File: config.mk
export PLATFORM = sky130hd
export DESIGN_NAME = ifdpfd_top
export DESIGN_NICKNAME = d
export VERILOG_FILES = /design/src/rtl/ifdpfd_pkg.sv /design/src/rtl/ifdpfd_prescaler.sv /design/src/rtl/ifdpfd_top.sv
export SDC_FILE = /design/constraint.sdc
export NUM_CORES = 1
export LEC_CHECK = 0
export ABC_AREA = 1
export BUFFER_PORTS_ARGS = -buffer_cell sky130_fd_sc_hd__buf_2
export CELL_PAD_IN_SITES_DETAIL_PLACEMENT = 2
export CELL_PAD_IN_SITES_GLOBAL_PLACEMENT = 2
export CORE_ASPECT_RATIO = 1.75
export CORE_MARGIN = 4
export CORE_UTILIZATION = 34
export CTS_CLUSTER_SIZE = 28
export DETAILED_ROUTE_END_ITERATION = 6
export GPL_ROUTABILITY_DRIVEN = 0
export PLACE_DENSITY = 0.88
export SKIP_CTS_REPAIR_TIMING = 1
export SLEW_MARGIN = 20
export SYNTH_ARGS = -nofsm -noshare
export SYNTH_HDL_FRONTEND = slang
export SYNTH_SLANG_ARGS = --single-unit
export TNS_END_PERCENT = 20
File: constraint.sdc
create_clock -name mclk -period 2.75 [get_ports mclk]
set_input_delay 0.55 -clock mclk [delete_from_list [all_inputs] [get_ports mclk]]
set_output_delay 0.55 -clock mclk [all_outputs]
set_load 0.02 [all_outputs]
File: src/rtl/ifdpfd_pkg.sv
/*
  Shared constants and types for the integer-n divider with phase-frequency detector:
  register offsets, field positions, reset values and detector states.
  Assumes a single 25 MHz system clock and an AHB-Lite register bus of 32 bits.
*/
package ifdpfd_pkg;

  // ----------------------------------------------------------------
  // register map (byte addresses)
  // ----------------------------------------------------------------
  localparam logic [7:0] CTRL_OFS    = 8'h00;
  localparam logic [7:0] STATUS_OFS  = 8'h04;
  localparam logic [7:0] DIVCNT_OFS  = 8'h08;
  localparam logic [7:0] REFCNT_OFS  = 8'h0C;
  localparam logic [7:0] RATIO_OFS   = 8'h10;

  // ----------------------------------------------------------------
  // field positions
  // ----------------------------------------------------------------
  localparam int MAIN_LSB     = 0;
  localparam int MAIN_W       = 6;
  localparam int SWAL_LSB     = 8;
  localparam int SWAL_W       = 2;
  localparam int POL_BIT      = 16;
  localparam int ST_LOCK_BIT  = 0;
  localparam int ST_UP_BIT    = 1;
  localparam int ST_DN_BIT    = 2;
  localparam int ST_MODE_BIT  = 3;
  localparam int RATIO_W      = 9;

  // ----------------------------------------------------------------
  // reset values and divider constants
  // ----------------------------------------------------------------
  localparam logic [5:0] MAIN_RST     = 6'h02;
  localparam logic [1:0] SWAL_RST     = 2'h0;
  localparam logic       POL_RST      = 1'b0;
  localparam logic [2:0] PRESC_MOD    = 3'h4;
  localparam logic [31:0] DIVCNT_RST  = 32'h0000_0000;

  // ----------------------------------------------------------------
  // types
  // ----------------------------------------------------------------
  typedef struct packed {
    logic [5:0] main_count_bits;
    logic       swallow_count_bit1;
    logic       swallow_count_bit0;
    logic       detector_polarity_select;
  } ifdpfd_ctrl_t;

  typedef enum logic [2:0] {
    PFD_IDLE = 3'b001,
    PFD_UP   = 3'b010,
    PFD_DN   = 3'b100
  } ifdpfd_state_t;

endpackage

File: src/rtl/ifdpfd_prescaler.sv
/*
  Dual-modulus prescaler, divide by 4 or 5, counting qualified input edges.
  Assumes edge pulses already synchronous to mclk; mode is not registered, each edge compares against the current div_by_five.
*/
`timescale 1ns/1ps
module ifdpfd_prescaler
(
  // clock and reset
  input  wire logic mclk,
  input  wire logic sys_rst,
  // edge stream
  input  wire logic edge_pulse,
  input  wire logic div_by_five,
  input  wire logic restart,
  // wrap
  output logic      wrap_pulse
);

  logic [2:0] cnt_reg;
  logic [2:0] cnt_next;
  logic [2:0] limit;
  logic       at_limit;

  // ----------------------------------------------------------------
  // modulus select
  // ----------------------------------------------------------------
  assign limit    = div_by_five ? ifdpfd_pkg::PRESC_MOD : ifdpfd_pkg::PRESC_MOD - 3'h1;
  assign at_limit = (cnt_reg >= limit);
  assign cnt_next = restart ? 3'h0 :
                    !edge_pulse ? cnt_reg :
                    at_limit ? 3'h0 : cnt_reg + 3'h1;
  assign wrap_pulse = edge_pulse && at_limit && !restart;

  always_ff @(posedge mclk)
  begin
    if (sys_rst)
      cnt_reg <= 3'h0;
    else
      cnt_reg <= cnt_next;
  end

endmodule

File: src/rtl/ifdpfd_top.sv
/*
  Integer-n divider (n = 4*N + S) with phase-frequency detector and lock indicator,
  configured and observed over an AHB-Lite slave.
  Assumes rf and reference pins far slower than mclk; both pass two flip-flops first.
*/
// Summary of operation
// - ratios 12 to 259 all reachable through main and swallow fields.
// - prescaler modulus four; ratio equals four times main plus swallow.
// - main field holds main count minus one; hardware adds one.
// - main field is six bits, bit 0 least significant.
// - swallow field is two bits, no offset, bit 0 least significant.
// - main field one gives ratios 8, 9 and 10 for swallow 0..2.
// - detector compares divided rf with reference; up, down and lock outputs.
// - polarity low gives normal sense, high swaps up and down.
// - lock output pulses; average low unlocked, high locked.
`timescale 1ns/1ps
module ifdpfd_top
(
  // clock and reset
  input  wire logic        mclk,
  input  wire logic        sys_rst,
  // ahb-lite slave
  input  wire logic        hsel,
  input  wire logic [31:0] haddr,
  input  wire logic [1:0]  htrans,
  input  wire logic        hwrite,
  input  wire logic [2:0]  hsize,
  input  wire logic [31:0] hwdata,
  input  wire logic        hready,
  output logic [31:0]      hrdata,
  output logic             hreadyout,
  output logic             hresp,
  // rf and reference pairs
  input  wire logic        rf_divider_input,
  input  wire logic        rf_divider_input_complement,
  input  wire logic        reference_input,
  input  wire logic        reference_input_complement,
  // detector outputs
  output logic             pump_up_output,
  output logic             pump_down_output,
  output logic             lock_indicator
);

  // ----------------------------------------------------------------
  // declarations
  // ----------------------------------------------------------------
  ifdpfd_pkg::ifdpfd_ctrl_t  ctrl_reg;
  ifdpfd_pkg::ifdpfd_ctrl_t  ctrl_next;
  ifdpfd_pkg::ifdpfd_state_t st_reg;
  ifdpfd_pkg::ifdpfd_state_t st_next;

  logic [1:0]  rf_p_sync;
  logic [1:0]  rf_n_sync;
  logic [1:0]  ref_p_sync;
  logic [1:0]  ref_n_sync;
  logic        rf_lvl_reg;
  logic        ref_lvl_reg;
  logic        rf_lvl;
  logic        ref_lvl;
  logic        rf_edge;
  logic        ref_edge;

  logic [6:0]  main_left_reg;
  logic [6:0]  main_left_next;
  logic [1:0]  swal_left_reg;
  logic [1:0]  swal_left_next;
  logic        presc_wrap;
  logic        div_pulse_reg;
  logic        div_edge;
  logic        cfg_change;
  logic        five_mode;

  logic        up_raw;
  logic        dn_raw;
  logic        up_reg;
  logic        dn_reg;
  logic        lock_reg;

  logic [31:0] divcnt_reg;
  logic [31:0] refcnt_reg;

  logic        ap_valid;
  logic        wr_pend_reg;
  logic [7:0]  wr_addr_reg;
  logic [31:0] rd_mux;
  logic [31:0] hrdata_reg;
  logic [31:0] ctrl_word;
  logic [31:0] status_word;
  logic [5:0]  wr_main;
  logic [1:0]  wr_swal;

  // ----------------------------------------------------------------
  // field decoding
  // ----------------------------------------------------------------
  function automatic logic [6:0] eff_main(input logic [5:0] field);
    eff_main = {1'b0, field} + 7'h01;
  endfunction

  function automatic logic [8:0] eff_ratio(input logic [5:0] field, input logic [1:0] sw);
    eff_ratio = {eff_main(field), 2'b00} + {7'h00, sw};
  endfunction

  // ----------------------------------------------------------------
  // pin synchronisers
  // ----------------------------------------------------------------
  always_ff @(posedge mclk)
  begin
    if (sys_rst)
    begin
      rf_p_sync  <= 2'h0;
      rf_n_sync  <= 2'h3;
      ref_p_sync <= 2'h0;
      ref_n_sync <= 2'h3;
    end
    else
    begin
      rf_p_sync  <= {rf_p_sync[0], rf_divider_input};
      rf_n_sync  <= {rf_n_sync[0], rf_divider_input_complement};
      ref_p_sync <= {ref_p_sync[0], reference_input};
      ref_n_sync <= {ref_n_sync[0], reference_input_complement};
    end
  end

  // differential decision: true side high and complement low
  assign rf_lvl  = rf_p_sync[1] & ~rf_n_sync[1];
  assign ref_lvl = ref_p_sync[1] & ~ref_n_sync[1];

  always_ff @(posedge mclk)
  begin
    if (sys_rst)
    begin
      rf_lvl_reg  <= 1'b0;
      ref_lvl_reg <= 1'b0;
    end
    else
    begin
      rf_lvl_reg  <= rf_lvl;
      ref_lvl_reg <= ref_lvl;
    end
  end

  assign rf_edge  = rf_lvl & ~rf_lvl_reg;
  assign ref_edge = ref_lvl & ~ref_lvl_reg;

  // ----------------------------------------------------------------
  // pulse-swallow divider
  // ----------------------------------------------------------------
  // swallow is spent while main cycles remain, so s above n clamps
  assign five_mode = (swal_left_reg != 2'h0);

  ifdpfd_prescaler u_presc
  (
    .mclk        (mclk),
    .sys_rst     (sys_rst),
    .edge_pulse  (rf_edge),
    .div_by_five (five_mode),
    .restart     (cfg_change),
    .wrap_pulse  (presc_wrap)
  );

  // a new ratio restarts the period so no mixed count is emitted
  assign cfg_change = wr_pend_reg && (wr_addr_reg == ifdpfd_pkg::CTRL_OFS);

  // one output edge per 5*S + 4*(N-S) rf edges
  assign div_edge = presc_wrap && (main_left_reg == 7'h01);

  always_comb
  begin
    main_left_next = main_left_reg;
    swal_left_next = swal_left_reg;
    if (cfg_change || div_edge)
    begin
      main_left_next = eff_main(ctrl_next.main_count_bits);
      swal_left_next = {ctrl_next.swallow_count_bit1, ctrl_next.swallow_count_bit0};
    end
    else if (presc_wrap)
    begin
      main_left_next = main_left_reg - 7'h01;
      if (five_mode)
        swal_left_next = swal_left_reg - 2'h1;
    end
  end

  always_ff @(posedge mclk)
  begin
    if (sys_rst)
    begin
      main_left_reg <= eff_main(ifdpfd_pkg::MAIN_RST);
      swal_left_reg <= ifdpfd_pkg::SWAL_RST;
      div_pulse_reg <= 1'b0;
    end
    else
    begin
      main_left_reg <= main_left_next;
      swal_left_reg <= swal_left_next;
      div_pulse_reg <= div_edge;
    end
  end

  // ----------------------------------------------------------------
  // phase-frequency detector
  // ----------------------------------------------------------------
  always_comb
  begin
    st_next = st_reg;
    case (st_reg)
      ifdpfd_pkg::PFD_IDLE:
      begin
        if (ref_edge && !div_pulse_reg)
          st_next = ifdpfd_pkg::PFD_UP;
        else if (div_pulse_reg && !ref_edge)
          st_next = ifdpfd_pkg::PFD_DN;
      end
      ifdpfd_pkg::PFD_UP:
      begin
        if (div_pulse_reg)
          st_next = ifdpfd_pkg::PFD_IDLE;
      end
      ifdpfd_pkg::PFD_DN:
      begin
        if (ref_edge)
          st_next = ifdpfd_pkg::PFD_IDLE;
      end
      default:
        st_next = ifdpfd_pkg::PFD_IDLE;
    endcase
  end

  assign up_raw = (st_next == ifdpfd_pkg::PFD_UP);
  assign dn_raw = (st_next == ifdpfd_pkg::PFD_DN);

  always_ff @(posedge mclk)
  begin
    if (sys_rst)
    begin
      st_reg   <= ifdpfd_pkg::PFD_IDLE;
      up_reg   <= 1'b0;
      dn_reg   <= 1'b0;
      lock_reg <= 1'b0;
    end
    else
    begin
      st_reg   <= st_next;
      up_reg   <= ctrl_reg.detector_polarity_select ? dn_raw : up_raw;
      dn_reg   <= ctrl_reg.detector_polarity_select ? up_raw : dn_raw;
      // high between corrections; long pump pulses pull the average low
      lock_reg <= ~(up_raw | dn_raw);
    end
  end

  assign pump_up_output   = up_reg;
  assign pump_down_output = dn_reg;
  assign lock_indicator   = lock_reg;

  // ----------------------------------------------------------------
  // edge counters for software
  // ----------------------------------------------------------------
  always_ff @(posedge mclk)
  begin
    if (sys_rst)
    begin
      divcnt_reg <= ifdpfd_pkg::DIVCNT_RST;
      refcnt_reg <= ifdpfd_pkg::DIVCNT_RST;
    end
    else
    begin
      if (div_pulse_reg)
        divcnt_reg <= divcnt_reg + 32'h0000_0001;
      if (ref_edge)
        refcnt_reg <= refcnt_reg + 32'h0000_0001;
    end
  end

  // ----------------------------------------------------------------
  // ahb-lite slave
  // ----------------------------------------------------------------
  // zero wait states: read data latched in the address phase
  assign ap_valid  = hsel && htrans[1] && hready;
  assign hreadyout = 1'b1;
  assign hresp     = 1'b0;
  assign hrdata    = hrdata_reg;

  assign ctrl_word = {15'h0000, ctrl_reg.detector_polarity_select, 6'h00,
                      ctrl_reg.swallow_count_bit1, ctrl_reg.swallow_count_bit0,
                      2'h0, ctrl_reg.main_count_bits};
  assign status_word = {28'h0000000, five_mode, dn_reg, up_reg, lock_reg};

  assign rd_mux = (haddr[7:0] == ifdpfd_pkg::CTRL_OFS)   ? ctrl_word :
                  (haddr[7:0] == ifdpfd_pkg::STATUS_OFS) ? status_word :
                  (haddr[7:0] == ifdpfd_pkg::DIVCNT_OFS) ? divcnt_reg :
                  (haddr[7:0] == ifdpfd_pkg::REFCNT_OFS) ? refcnt_reg :
                  (haddr[7:0] == ifdpfd_pkg::RATIO_OFS)  ?
                    {23'h000000, eff_ratio(ctrl_reg.main_count_bits,
                     {ctrl_reg.swallow_count_bit1, ctrl_reg.swallow_count_bit0})} :
                  32'h0000_0000;

  assign wr_main = hwdata[ifdpfd_pkg::MAIN_LSB +: ifdpfd_pkg::MAIN_W];
  assign wr_swal = hwdata[ifdpfd_pkg::SWAL_LSB +: ifdpfd_pkg::SWAL_W];

  always_comb
  begin
    ctrl_next = ctrl_reg;
    if (cfg_change)
    begin
      ctrl_next.main_count_bits          = wr_main;
      ctrl_next.swallow_count_bit1       = wr_swal[1];
      ctrl_next.swallow_count_bit0       = wr_swal[0];
      ctrl_next.detector_polarity_select = hwdata[ifdpfd_pkg::POL_BIT];
    end
  end

  always_ff @(posedge mclk)
  begin
    if (sys_rst)
    begin
      wr_pend_reg <= 1'b0;
      wr_addr_reg <= 8'h00;
      hrdata_reg  <= 32'h0000_0000;
      ctrl_reg    <= '{ifdpfd_pkg::MAIN_RST, ifdpfd_pkg::SWAL_RST[1],
                       ifdpfd_pkg::SWAL_RST[0], ifdpfd_pkg::POL_RST};
    end
    else
    begin
      wr_pend_reg <= ap_valid && hwrite;
      wr_addr_reg <= haddr[7:0];
      if (ap_valid && !hwrite)
        hrdata_reg <= rd_mux;
      ctrl_reg <= ctrl_next;
    end
  end

endmodule

==> impl_metrics.yaml, run 1 <==
detailed_routing:
  vias_per_cell: 5.40
  wl_per_cell_um: 19.3
  drc: 0
  ant_nets: 0
  first_pass_iters: 4
  num_vias: 7429
  route.final.wire_length_um: 26600
  drt_iter0_markers: 335
sta:
  finClkSkew_ps: 7.96
  slew_headroom: 0.457
  min_period_ps: 2100
  finalCritPeriodShare: 0.765
  drv_slew: 0
  rsz0062_at_grt: "no"
  setup_viol: 0
  fin_tns_setup_ps: 0
  timing.final.ws_setup_ps: 646
  hold_viol: 0
  tightest_slew_ps: 815
  fmax_ghz: 0.475
setup_path:
  crit_required_ps: 3080
  path_cells: "inv_1 -> ha_1 -> nand2_1 -> nand4_1 -> nand2_1 -> nand2_2 -> o21ai_4 -> inv_1 -> nand2_1 -> nand3_1 -> nand2_1 -> inv_1"
  path_class: "reg2reg"
  critPathArrivalTime_ps: 2430
  endpoint_kind: "flop"
  setup.worst_path.start_class: "flop"
  crit_fanout: 16
  crit_top_cell: "nand2_1"
  max_stage_delay_ps: 400
  crit_path_top_delay_cell: "o21ai_4"
placed_design:
  dp_slack_ps: 637
  port-buffer-count: 61
  place_hpwl_um: 19500
clock_network:
  cts_buffer_depth: 2
  cts-htree-levels: 4
  clock_insertion_delay_worst_skew_ps: 430
  cts_made_buffers: 17
  clkTransAtPathRegs_ps: 60
  cts-root-buf: "clkbuf_16"
  cts_tree: "done"
  clkSinkCount: 143
pwr:
  ir_worst_vdd_uv: 423
  comb_power_share: 0.032
  p_per_area_mw_per_mm2: 542
  p_leak_nw: 3.27
  clockPowerShare: 0.506
  p_int_mw: 3.51
  swShare: 0.225
  p_sw_mw: 1.02
  p_seq_frac: 0.462
hold_path:
  holdCritPathClass: "in2reg"
synthesis:
  synth_nets: 1144
  synth_top_cells_by_area: "dfxtp_1 40%, nand2_1 13%, inv_1 7.2%, a21oi_1 7.2%, nor2_1 5.0%"
  synth-edff-count: 0
  synth.cell_area_mm2: 0.00724
  yosysUniqueCellTypes: 51
  ys_seq_area_frac: 0.396
  synth_warnings: 0
  ys_ff_latch: 143
  yosys.area.top_type_share: 0.396
  synthArstFlopShare: 0
  yosysTopAreaCell: "dfxtp_1"
  netlist_instances: 1057
  syn_area_per_cell_um2: 6.85
  synth_top_flop_cell: "dfxtp_1"
global_route:
  overflow: 0
  first_global_vias: 8195
  antenna_found_initial: 0
  grt_max_degree: 74
  grt_usage: 0.225
  grt_first_pass_wirelength_um: 42400
die:
  num_io_pins: 115
  die_w_um: 118
  die_h_um: 201
  die-area_mm2: 0.0238
  start_util: 0.346
  core_mm2: 0.0209
  fp-row-count: 70
finish:
  nNetsFinal: 1202
  syn_to_final_growth_pct: 15.6
  post_route_cells_drive_above_1_share: 0.132
  diodes: 0
  fillers: 2565
run_status:
  outcome: "finished clean"
job:
  cap_violations: 0
==> per-layer routing <==
| metal | wire (um) | part of all wire | track usage |
|---|---|---|---|
| met5 | 0 | 0 | 0 |
| met4 | 1180 | 0.044 | 0.118 |
| met3 | 670 | 0.025 | 0.0307 |
| met2 | 15300 | 0.57 | 0.459 |
| met1 | 9510 | 0.36 | 0.211 |
==> worst max-delay path, delay by kind of cell (launching register included) <==
family	cells	cell delay [ps]
DFF	1	320
and+or+nand+nor	7	700
buffers and inverters	3	310
adders and majority gates	1	270
AOI/OAI and AO/OA	1	400
==> through the flow <==
stage	hold slack (ps)	area [um2]	utilization	std cells	power, mW
after global routing	319	8370	0.400	1377	4.67
after floorplan	388	7240	-	1057	2.23
after global placement	390	7800	0.373	1348	2.28
final	309	8370	0.400	1377	4.53
after CTS	293	8370	0.400	1377	4.59
after detailed placement	401	7800	0.373	1348	2.28
==> layout by cell type, fill, tap and decap left out, types with 7 or more instances in the layout <==
cell type / n
a21oi_1: 104
clkbuf_16: 17
nand4_1: 24
dfxtp_1: 143
buf_4: 9
nor2_2: 13
buf_2: 61
o21ai_0: 60
o22ai_1: 14
inv_1: 139
nor3_2: 8
ha_1: 9
nand3_1: 45
nor2_1: 96
nand2_2: 7
xor2_1: 19
nor3_1: 40
nand2_1: 247
==> final timing paths <==
kind	from	end	slack (ps)	cells past startpoint
worst max-delay path	swal_left_reg[0]	main_left_reg[6]	650	12
worst min-delay path	rf_divider_input_complement	rf_n_sync[0]	310	2
worst max register to register	swal_left_reg[0]	main_left_reg[6]	650	12
worst min register to register	rf_p_sync[0]	rf_p_sync[1]	410	2
==> cells in the mapped netlist (14+ instances only) <==
| cell type | n |
|---|---|
| nand4_1 | 24 |
| xor2_1 | 19 |
| dfxtp_1 | 143 |
| inv_1 | 139 |
| nor2_1 | 97 |
| o22ai_1 | 14 |
| nand2_1 | 247 |
| clkbuf_1 | 22 |
| nand3_1 | 45 |
| o21ai_0 | 60 |
| a21oi_1 | 104 |
| nor3_1 | 40 |
==> logic make-up (layout without fill, tap and decap cells) <==
family	Yosys count	in the layout	share of synthesized area
DFF	143	143	0.396
and+or+nand+nor	513	513	0.327
other	2	2	0.00104
adders and majority gates	9	9	0.0156
AOI/OAI and AO/OA	196	196	0.143
xor gates and xnor gates	20	20	0.0242
buffers and inverters	174	242	0.0934
==> power groups by stage <==
stage	clock (mW)	combinational, mW	sequential, mW
2_1_floorplan	0	0.0846	2.14
3_3_place_gp	0	0.137	2.14
3_5_place_dp	0	0.143	2.14
4_1_cts	2.35	0.147	2.10
5_1_grt	2.41	0.162	2.10
6_report	2.29	0.144	2.10
==> final cells by class <==
cell class	instances	area [um2]	share of cell area
tap	252	315	0.0377
inverter	142	533	0.0637
sequential	143	2860	0.342
clock inverter	7	87.6	0.0105
clock buffer	22	474	0.0567
multi-input combinational	740	3700	0.442
timing repair buffer	71	393	0.0470
Note: power is estimated with default switching activity, not from simulation.
==> run 2, diff against run 1 <==
--- a/config.mk
+++ b/config.mk
@@ -11,11 +11,11 @@
 export CELL_PAD_IN_SITES_GLOBAL_PLACEMENT = 2
 export CORE_ASPECT_RATIO = 1.75
 export CORE_MARGIN = 4
-export CORE_UTILIZATION = 34
+export CORE_UTILIZATION = 28
 export CTS_CLUSTER_SIZE = 28
 export DETAILED_ROUTE_END_ITERATION = 6
 export GPL_ROUTABILITY_DRIVEN = 0
-export PLACE_DENSITY = 0.88
+export PLACE_DENSITY = 0.77
 export SKIP_CTS_REPAIR_TIMING = 1
 export SLEW_MARGIN = 20
 export SYNTH_ARGS = -nofsm -noshare
==> constraint.sdc (replaced) <==
create_clock -name mclk -period 1.93 [get_ports mclk]
set_input_delay 0.386 -clock mclk [delete_from_list [all_inputs] [get_ports mclk]]
set_output_delay 0.386 -clock mclk [all_outputs]
set_load 0.02 [all_outputs]
==> run 2 against run 1 <==
Against the previous run: total power up 45%; first-iteration DRC count down 17%; global-route usage down 2.9 points; worst setup slack worse by 510 ps; critical path depth unchanged; sequential power up 42%; count of clock-buffer cells in the layout down 4; cell count up 6.3%; maximum frequency up 17%; via count down 0.71%; largest cell class unchanged; largest power group unchanged.
==> impl_metrics.yaml, run 2 (synthesis gave the netlist of run 1 again) <==
run_status:
  outcome: "finished clean"
sta:
  finalCritPeriodShare: 0.930
  hold_viol: 0
  setup_viol: 0
  fin_tns_setup_ps: 0
  min_period_ps: 1800
  timing.final.ws_setup_ps: 135
  rsz0062_at_grt: "yes"
  fmax_ghz: 0.557
  whs_ps: 123
  drv_slew: 0
  finClkSkew_ps: 12.3
die:
  num_io_pins: 115
  die-area_mm2: 0.0286
  die_w_um: 130
  start_util: 0.286
  core_mm2: 0.0253
  die_h_um: 221
  fp-row-count: 77
setup_path:
  crit_top_cell: "nand2_1"
  critPathArrivalTime_ps: 2140
  setup.worst_path.start_class: "flop"
  crit_path_top_delay_cell: "dfxtp_1"
  path_class: "reg2reg"
  endpoint_kind: "flop"
  crit_fanout: 14
  max_stage_delay_ps: 310
  path_cells: "inv_1 -> ha_1 -> inv_1 -> o21ai_1 -> nand2_1 -> nand2_2 -> o21ai_4 -> buf_12 -> o21ai_2 -> nand2_1 -> nand2_1 -> nor2_1"
  crit_required_ps: 2280
pwr:
  total_power_mw: 6.59
  p_seq_frac: 0.453
  swShare: 0.247
  comb_power_share: 0.033
  clockPowerShare: 0.515
  p_per_area_mw_per_mm2: 754
  ir_worst_vdd_uv: 574
  p_int_mw: 4.96
  p_leak_nw: 3.42
  p_sw_mw: 1.63
detailed_routing:
  num_vias: 7376
  drc: 0
  route.final.wire_length_um: 26800
  first_pass_iters: 4
  vias_per_cell: 5.04
  wl_per_cell_um: 18.3
  drt_iter0_markers: 277
  ant_nets: 0
placed_design:
  dp_slack_ps: 1.12
  port-buffer-count: 61
  dp.cells: 1432
  place_hpwl_um: 20700
hold_path:
  holdCritPathClass: "in2reg"
finish:
  nNetsFinal: 1222
  fillers: 3015
  diodes: 0
  final_cells: 1464
  syn_to_final_growth_pct: 20.8
  post_route_cells_drive_above_1_share: 0.161
  final_common_cell: "nand2_1"
  layout_common_cells: "245 x nand2_1, 141 x dfxtp_1, 139 x inv_1"
clock_network:
  clock_insertion_delay_worst_skew_ps: 450
  cts_buffer_depth: 2
  clkSinkCount: 143
  cts-htree-levels: 4
  cts_tree: "done"
  cts_made_buffers: 17
  cts-root-buf: "clkbuf_16"
  clkTransAtPathRegs_ps: 60
global_route:
  grt_max_degree: 48
  grt_first_pass_wirelength_um: 43000
  first_global_vias: 8182
  grt_usage: 0.197
  antenna_found_initial: 0
  overflow: 0
job:
  cap_violations: 0
-- run 2: worst paths after layout --
kind,startpoint,endpoint,slack [ps],depth (start not counted)
worst max-delay path,swal_left_reg[0],swal_left_reg[1],130,12
worst min-delay path,rf_divider_input_complement,rf_n_sync[0],120,2
worst max register to register,swal_left_reg[0],swal_left_reg[1],130,12
worst min register to register,ref_p_sync[0],ref_p_sync[1],410,2
-- run 2: cell type report --
cell class | count | area (um2) | share of cell area
Tap cell | 316 | 395 | 0.0452
Inverter | 142 | 533 | 0.0610
Clock inverter | 14 | 156 | 0.0179
Timing Repair Buffer | 91 | 596 | 0.0681
Multi-Input combinational cell | 740 | 3770 | 0.431
Sequential cell | 143 | 2870 | 0.328
Clock buffer | 18 | 429 | 0.0491
-- run 2: worst max-delay path, delay by kind of cell, from the launching register on --
kind,cells,cell delay [ps]
AO/OA/AOI/OAI,3,440
adder cells (fa/ha/maj),1,190
buffers and inverters,3,320
flip-flops,1,310
AND/OR/NAND/NOR,5,430
-- run 2: stage by stage --
step                      utilization  cell area, um2
after global routing            0.345            8740
after detailed placement        0.319            8090
final                           0.345            8740
after global placement          0.319            8090
after CTS                       0.342            8670
after floorplan                     -            7240
-- run 2: power groups by stage --
stage               Sequential, mW  Combinational (mW)  Clock, mW
floorplan                     3.05               0.121          0
global placement              3.05               0.211          0
detailed placement            3.05               0.218          0
CTS                           2.98               0.219       3.49
global route                  2.98               0.243       3.59
finish                        2.98               0.214       3.39
-- run 2: layer usage --
metal,wire (um),global-route usage
met5,0,0
met4,1350,0.113
met3,630,0.0300
met2,15100,0.385
met1,9670,0.189
==> run 3, diff against run 2 <==
--- a/config.mk
+++ b/config.mk
@@ -6,16 +6,18 @@
 export NUM_CORES = 1
 export LEC_CHECK = 0
 export ABC_AREA = 1
+export ABC_CLOCK_PERIOD_IN_PS = 1930
 export BUFFER_PORTS_ARGS = -buffer_cell sky130_fd_sc_hd__buf_2
 export CELL_PAD_IN_SITES_DETAIL_PLACEMENT = 2
 export CELL_PAD_IN_SITES_GLOBAL_PLACEMENT = 2
 export CORE_ASPECT_RATIO = 1.75
-export CORE_MARGIN = 4
+export CORE_MARGIN = 1
 export CORE_UTILIZATION = 28
 export CTS_CLUSTER_SIZE = 28
 export DETAILED_ROUTE_END_ITERATION = 6
 export GPL_ROUTABILITY_DRIVEN = 0
 export PLACE_DENSITY = 0.77
+export RECOVER_POWER = 50
 export SKIP_CTS_REPAIR_TIMING = 1
 export SLEW_MARGIN = 20
 export SYNTH_ARGS = -nofsm -noshare
==> run 3 against run 2 <==
Against the previous run: maximum frequency down 1.3%; clock power fell by 3%; worst setup slack lost 23 ps; critical endpoint is now main_left_reg[3]; register-to-register slack worse by 20 ps; wire length is 1.5% lower; highest routed layer unchanged.
==> impl_metrics.yaml, run 3 (synthesis gave the netlist of run 1 again) <==
sta:
  finalCritPeriodShare: 0.942
  min_period_ps: 1820
  fmax_ghz: 0.550
  finClkSkew_ps: 8.47
  slew_headroom: 0.213
  tightest_slew_ps: 1180
  hold_viol: 0
  drv_slew: 0
  whs_ps: 139
  setup_viol: 0
  fin_tns_setup_ps: 0
  timing.final.ws_setup_ps: 111
setup_path:
  endpoint_kind: "flop"
  crit_cells: 11
  crit_fanout: 9
  crit_required_ps: 2250
  r2r-start: "wr_addr_reg[1]"
  setup.worst_path.start_class: "flop"
  cp-endpoint: "main_left_reg[3]"
  path_class: "reg2reg"
  critPathArrivalTime_ps: 2140
  path_buf_inv: 2
  reg2regPathDepth: 11
  path_cells: "nor2_2 -> inv_1 -> nor2_2 -> nand2_4 -> buf_4 -> nand2_1 -> nand2_2 -> nand3_1 -> nand2_1 -> nand3_1 -> a21oi_1"
  rrSetupSlack_ps: 110
  crit_start: "wr_addr_reg[1]"
  max_stage_delay_ps: 310
  cp_top_family: "simple AND/OR/NAND/NOR gates"
  reg2reg_to: "main_left_reg[3]"
  crit_path_top_delay_cell: "dfxtp_1"
global_route:
  antenna_found_initial: 0
  grt_first_pass_wirelength_um: 42500
  grt_usage: 0.212
  first_global_vias: 8112
  overflow: 0
  grt_max_degree: 56
detailed_routing:
  ant_nets: 0
  num_vias: 7402
  first_pass_iters: 4
  route.final.wire_length_um: 26400
  drt_iter0_markers: 237
  top_layer: "met4"
  wl_per_cell_um: 17.9
  met1_length_um: 9670
  vias_per_cell: 5.01
  drc: 0
  wl_met3_um: 555
  met2_length_um: 15100
clock_network:
  clkTransAtPathRegs_ps: 70
  cts-htree-levels: 4
  cts_buffer_depth: 2
  clock_insertion_delay_worst_skew_ps: 430
  clkSinkCount: 143
  cts_made_buffers: 17
  cts_tree: "done"
  cts-root-buf: "clkbuf_16"
pwr:
  clockPowerShare: 0.508
  p_per_area_mw_per_mm2: 743
  p_sw_mw: 1.55
  p_int_mw: 4.95
  comb_power_share: 0.033
  p_seq_frac: 0.459
  swShare: 0.238
  p_leak_nw: 3.28
  total_power_mw: 6.50
  ir_worst_vdd_uv: 568
finish:
  layout_common_cells: "246 x nand2_1, 142 x dfxtp_1, 136 x inv_1"
  final_common_cell: "nand2_1"
  nNetsFinal: 1234
  syn_to_final_growth_pct: 20.9
  post_route_cells_drive_above_1_share: 0.136
  final_cells: 1476
  diodes: 0
die:
  fp-row-count: 77
  core_mm2: 0.0253
  start_util: 0.286
  die_h_um: 215
  die_w_um: 124
  die-area_mm2: 0.0265
  num_io_pins: 115
placed_design:
  port-buffer-count: 61
  dp_slack_ps: 28.6
  place_hpwl_um: 20600
  dp.cells: 1440
hold_path:
  holdCritPathClass: "in2reg"
job:
  cap_violations: 0
run_status:
  outcome: "finished clean"
==> run 3: cell types whose count changed in the layout (fill, tap and decap cells not counted), moves of 3 or more <==
cell and delta:
clkbuf_1 +40, buf_2 -36, buf_4 +9, inv_6 -4, buf_12 -3, inv_1 -3
inv_2 +3
==> run 3: cell type report <==
type,instances,area [um2]
fillers,3102,16600
multi-input cells,740,3780
flip-flops and latches,143,2860
repair buffers,103,598
inverters,142,533
clock buffers,20,437
well taps,316,395
clock inverters,12,139
==> run 3: worst min-delay path by stage <==
| stage | start | end | slack, ps | depth (start not counted) |
|---|---|---|---|---|
| 6_report | reference_input_complement | ref_n_sync[0] | 140 | 2 |
| 3_3_place_gp | ref_n_sync[0] | ref_n_sync[1] | 390 | 1 |
| 3_5_place_dp | rf_p_sync[0] | rf_p_sync[1] | 400 | 2 |
| 2_1_floorplan | ref_p_sync[0] | ref_p_sync[1] | 390 | 2 |
| 4_1_cts | reference_input_complement | ref_n_sync[0] | 120 | 2 |
| 5_1_grt | reference_input_complement | ref_n_sync[0] | 130 | 2 |
==> run 3: power by group through the flow <==
stage	clock network (mW)	logic (mW)	registers (mW)
after global routing	3.48	0.239	2.99
after floorplan	0	0.121	3.05
after global placement	0	0.211	3.05
final	3.30	0.213	2.99
after detailed placement	0	0.218	3.05
after CTS	3.39	0.221	2.98
==> run 3: routing by layer <==
metal | vias to the layer above | track usage
met5 | - | 0
met4 | 0 | 0.106
met3 | 52 | 0.0306
met2 | 123 | 0.414
met1 | 3624 | 0.206
li1 | 3603 | -
==> run 3: through the flow <==
stage / area [um2] / util
6_report: 8740 / 0.345
5_1_grt: 8740 / 0.345
4_1_cts: 8710 / 0.344
3_5_place_dp: 8130 / 0.321
3_3_place_gp: 8130 / 0.321
2_1_floorplan: 7240 / -
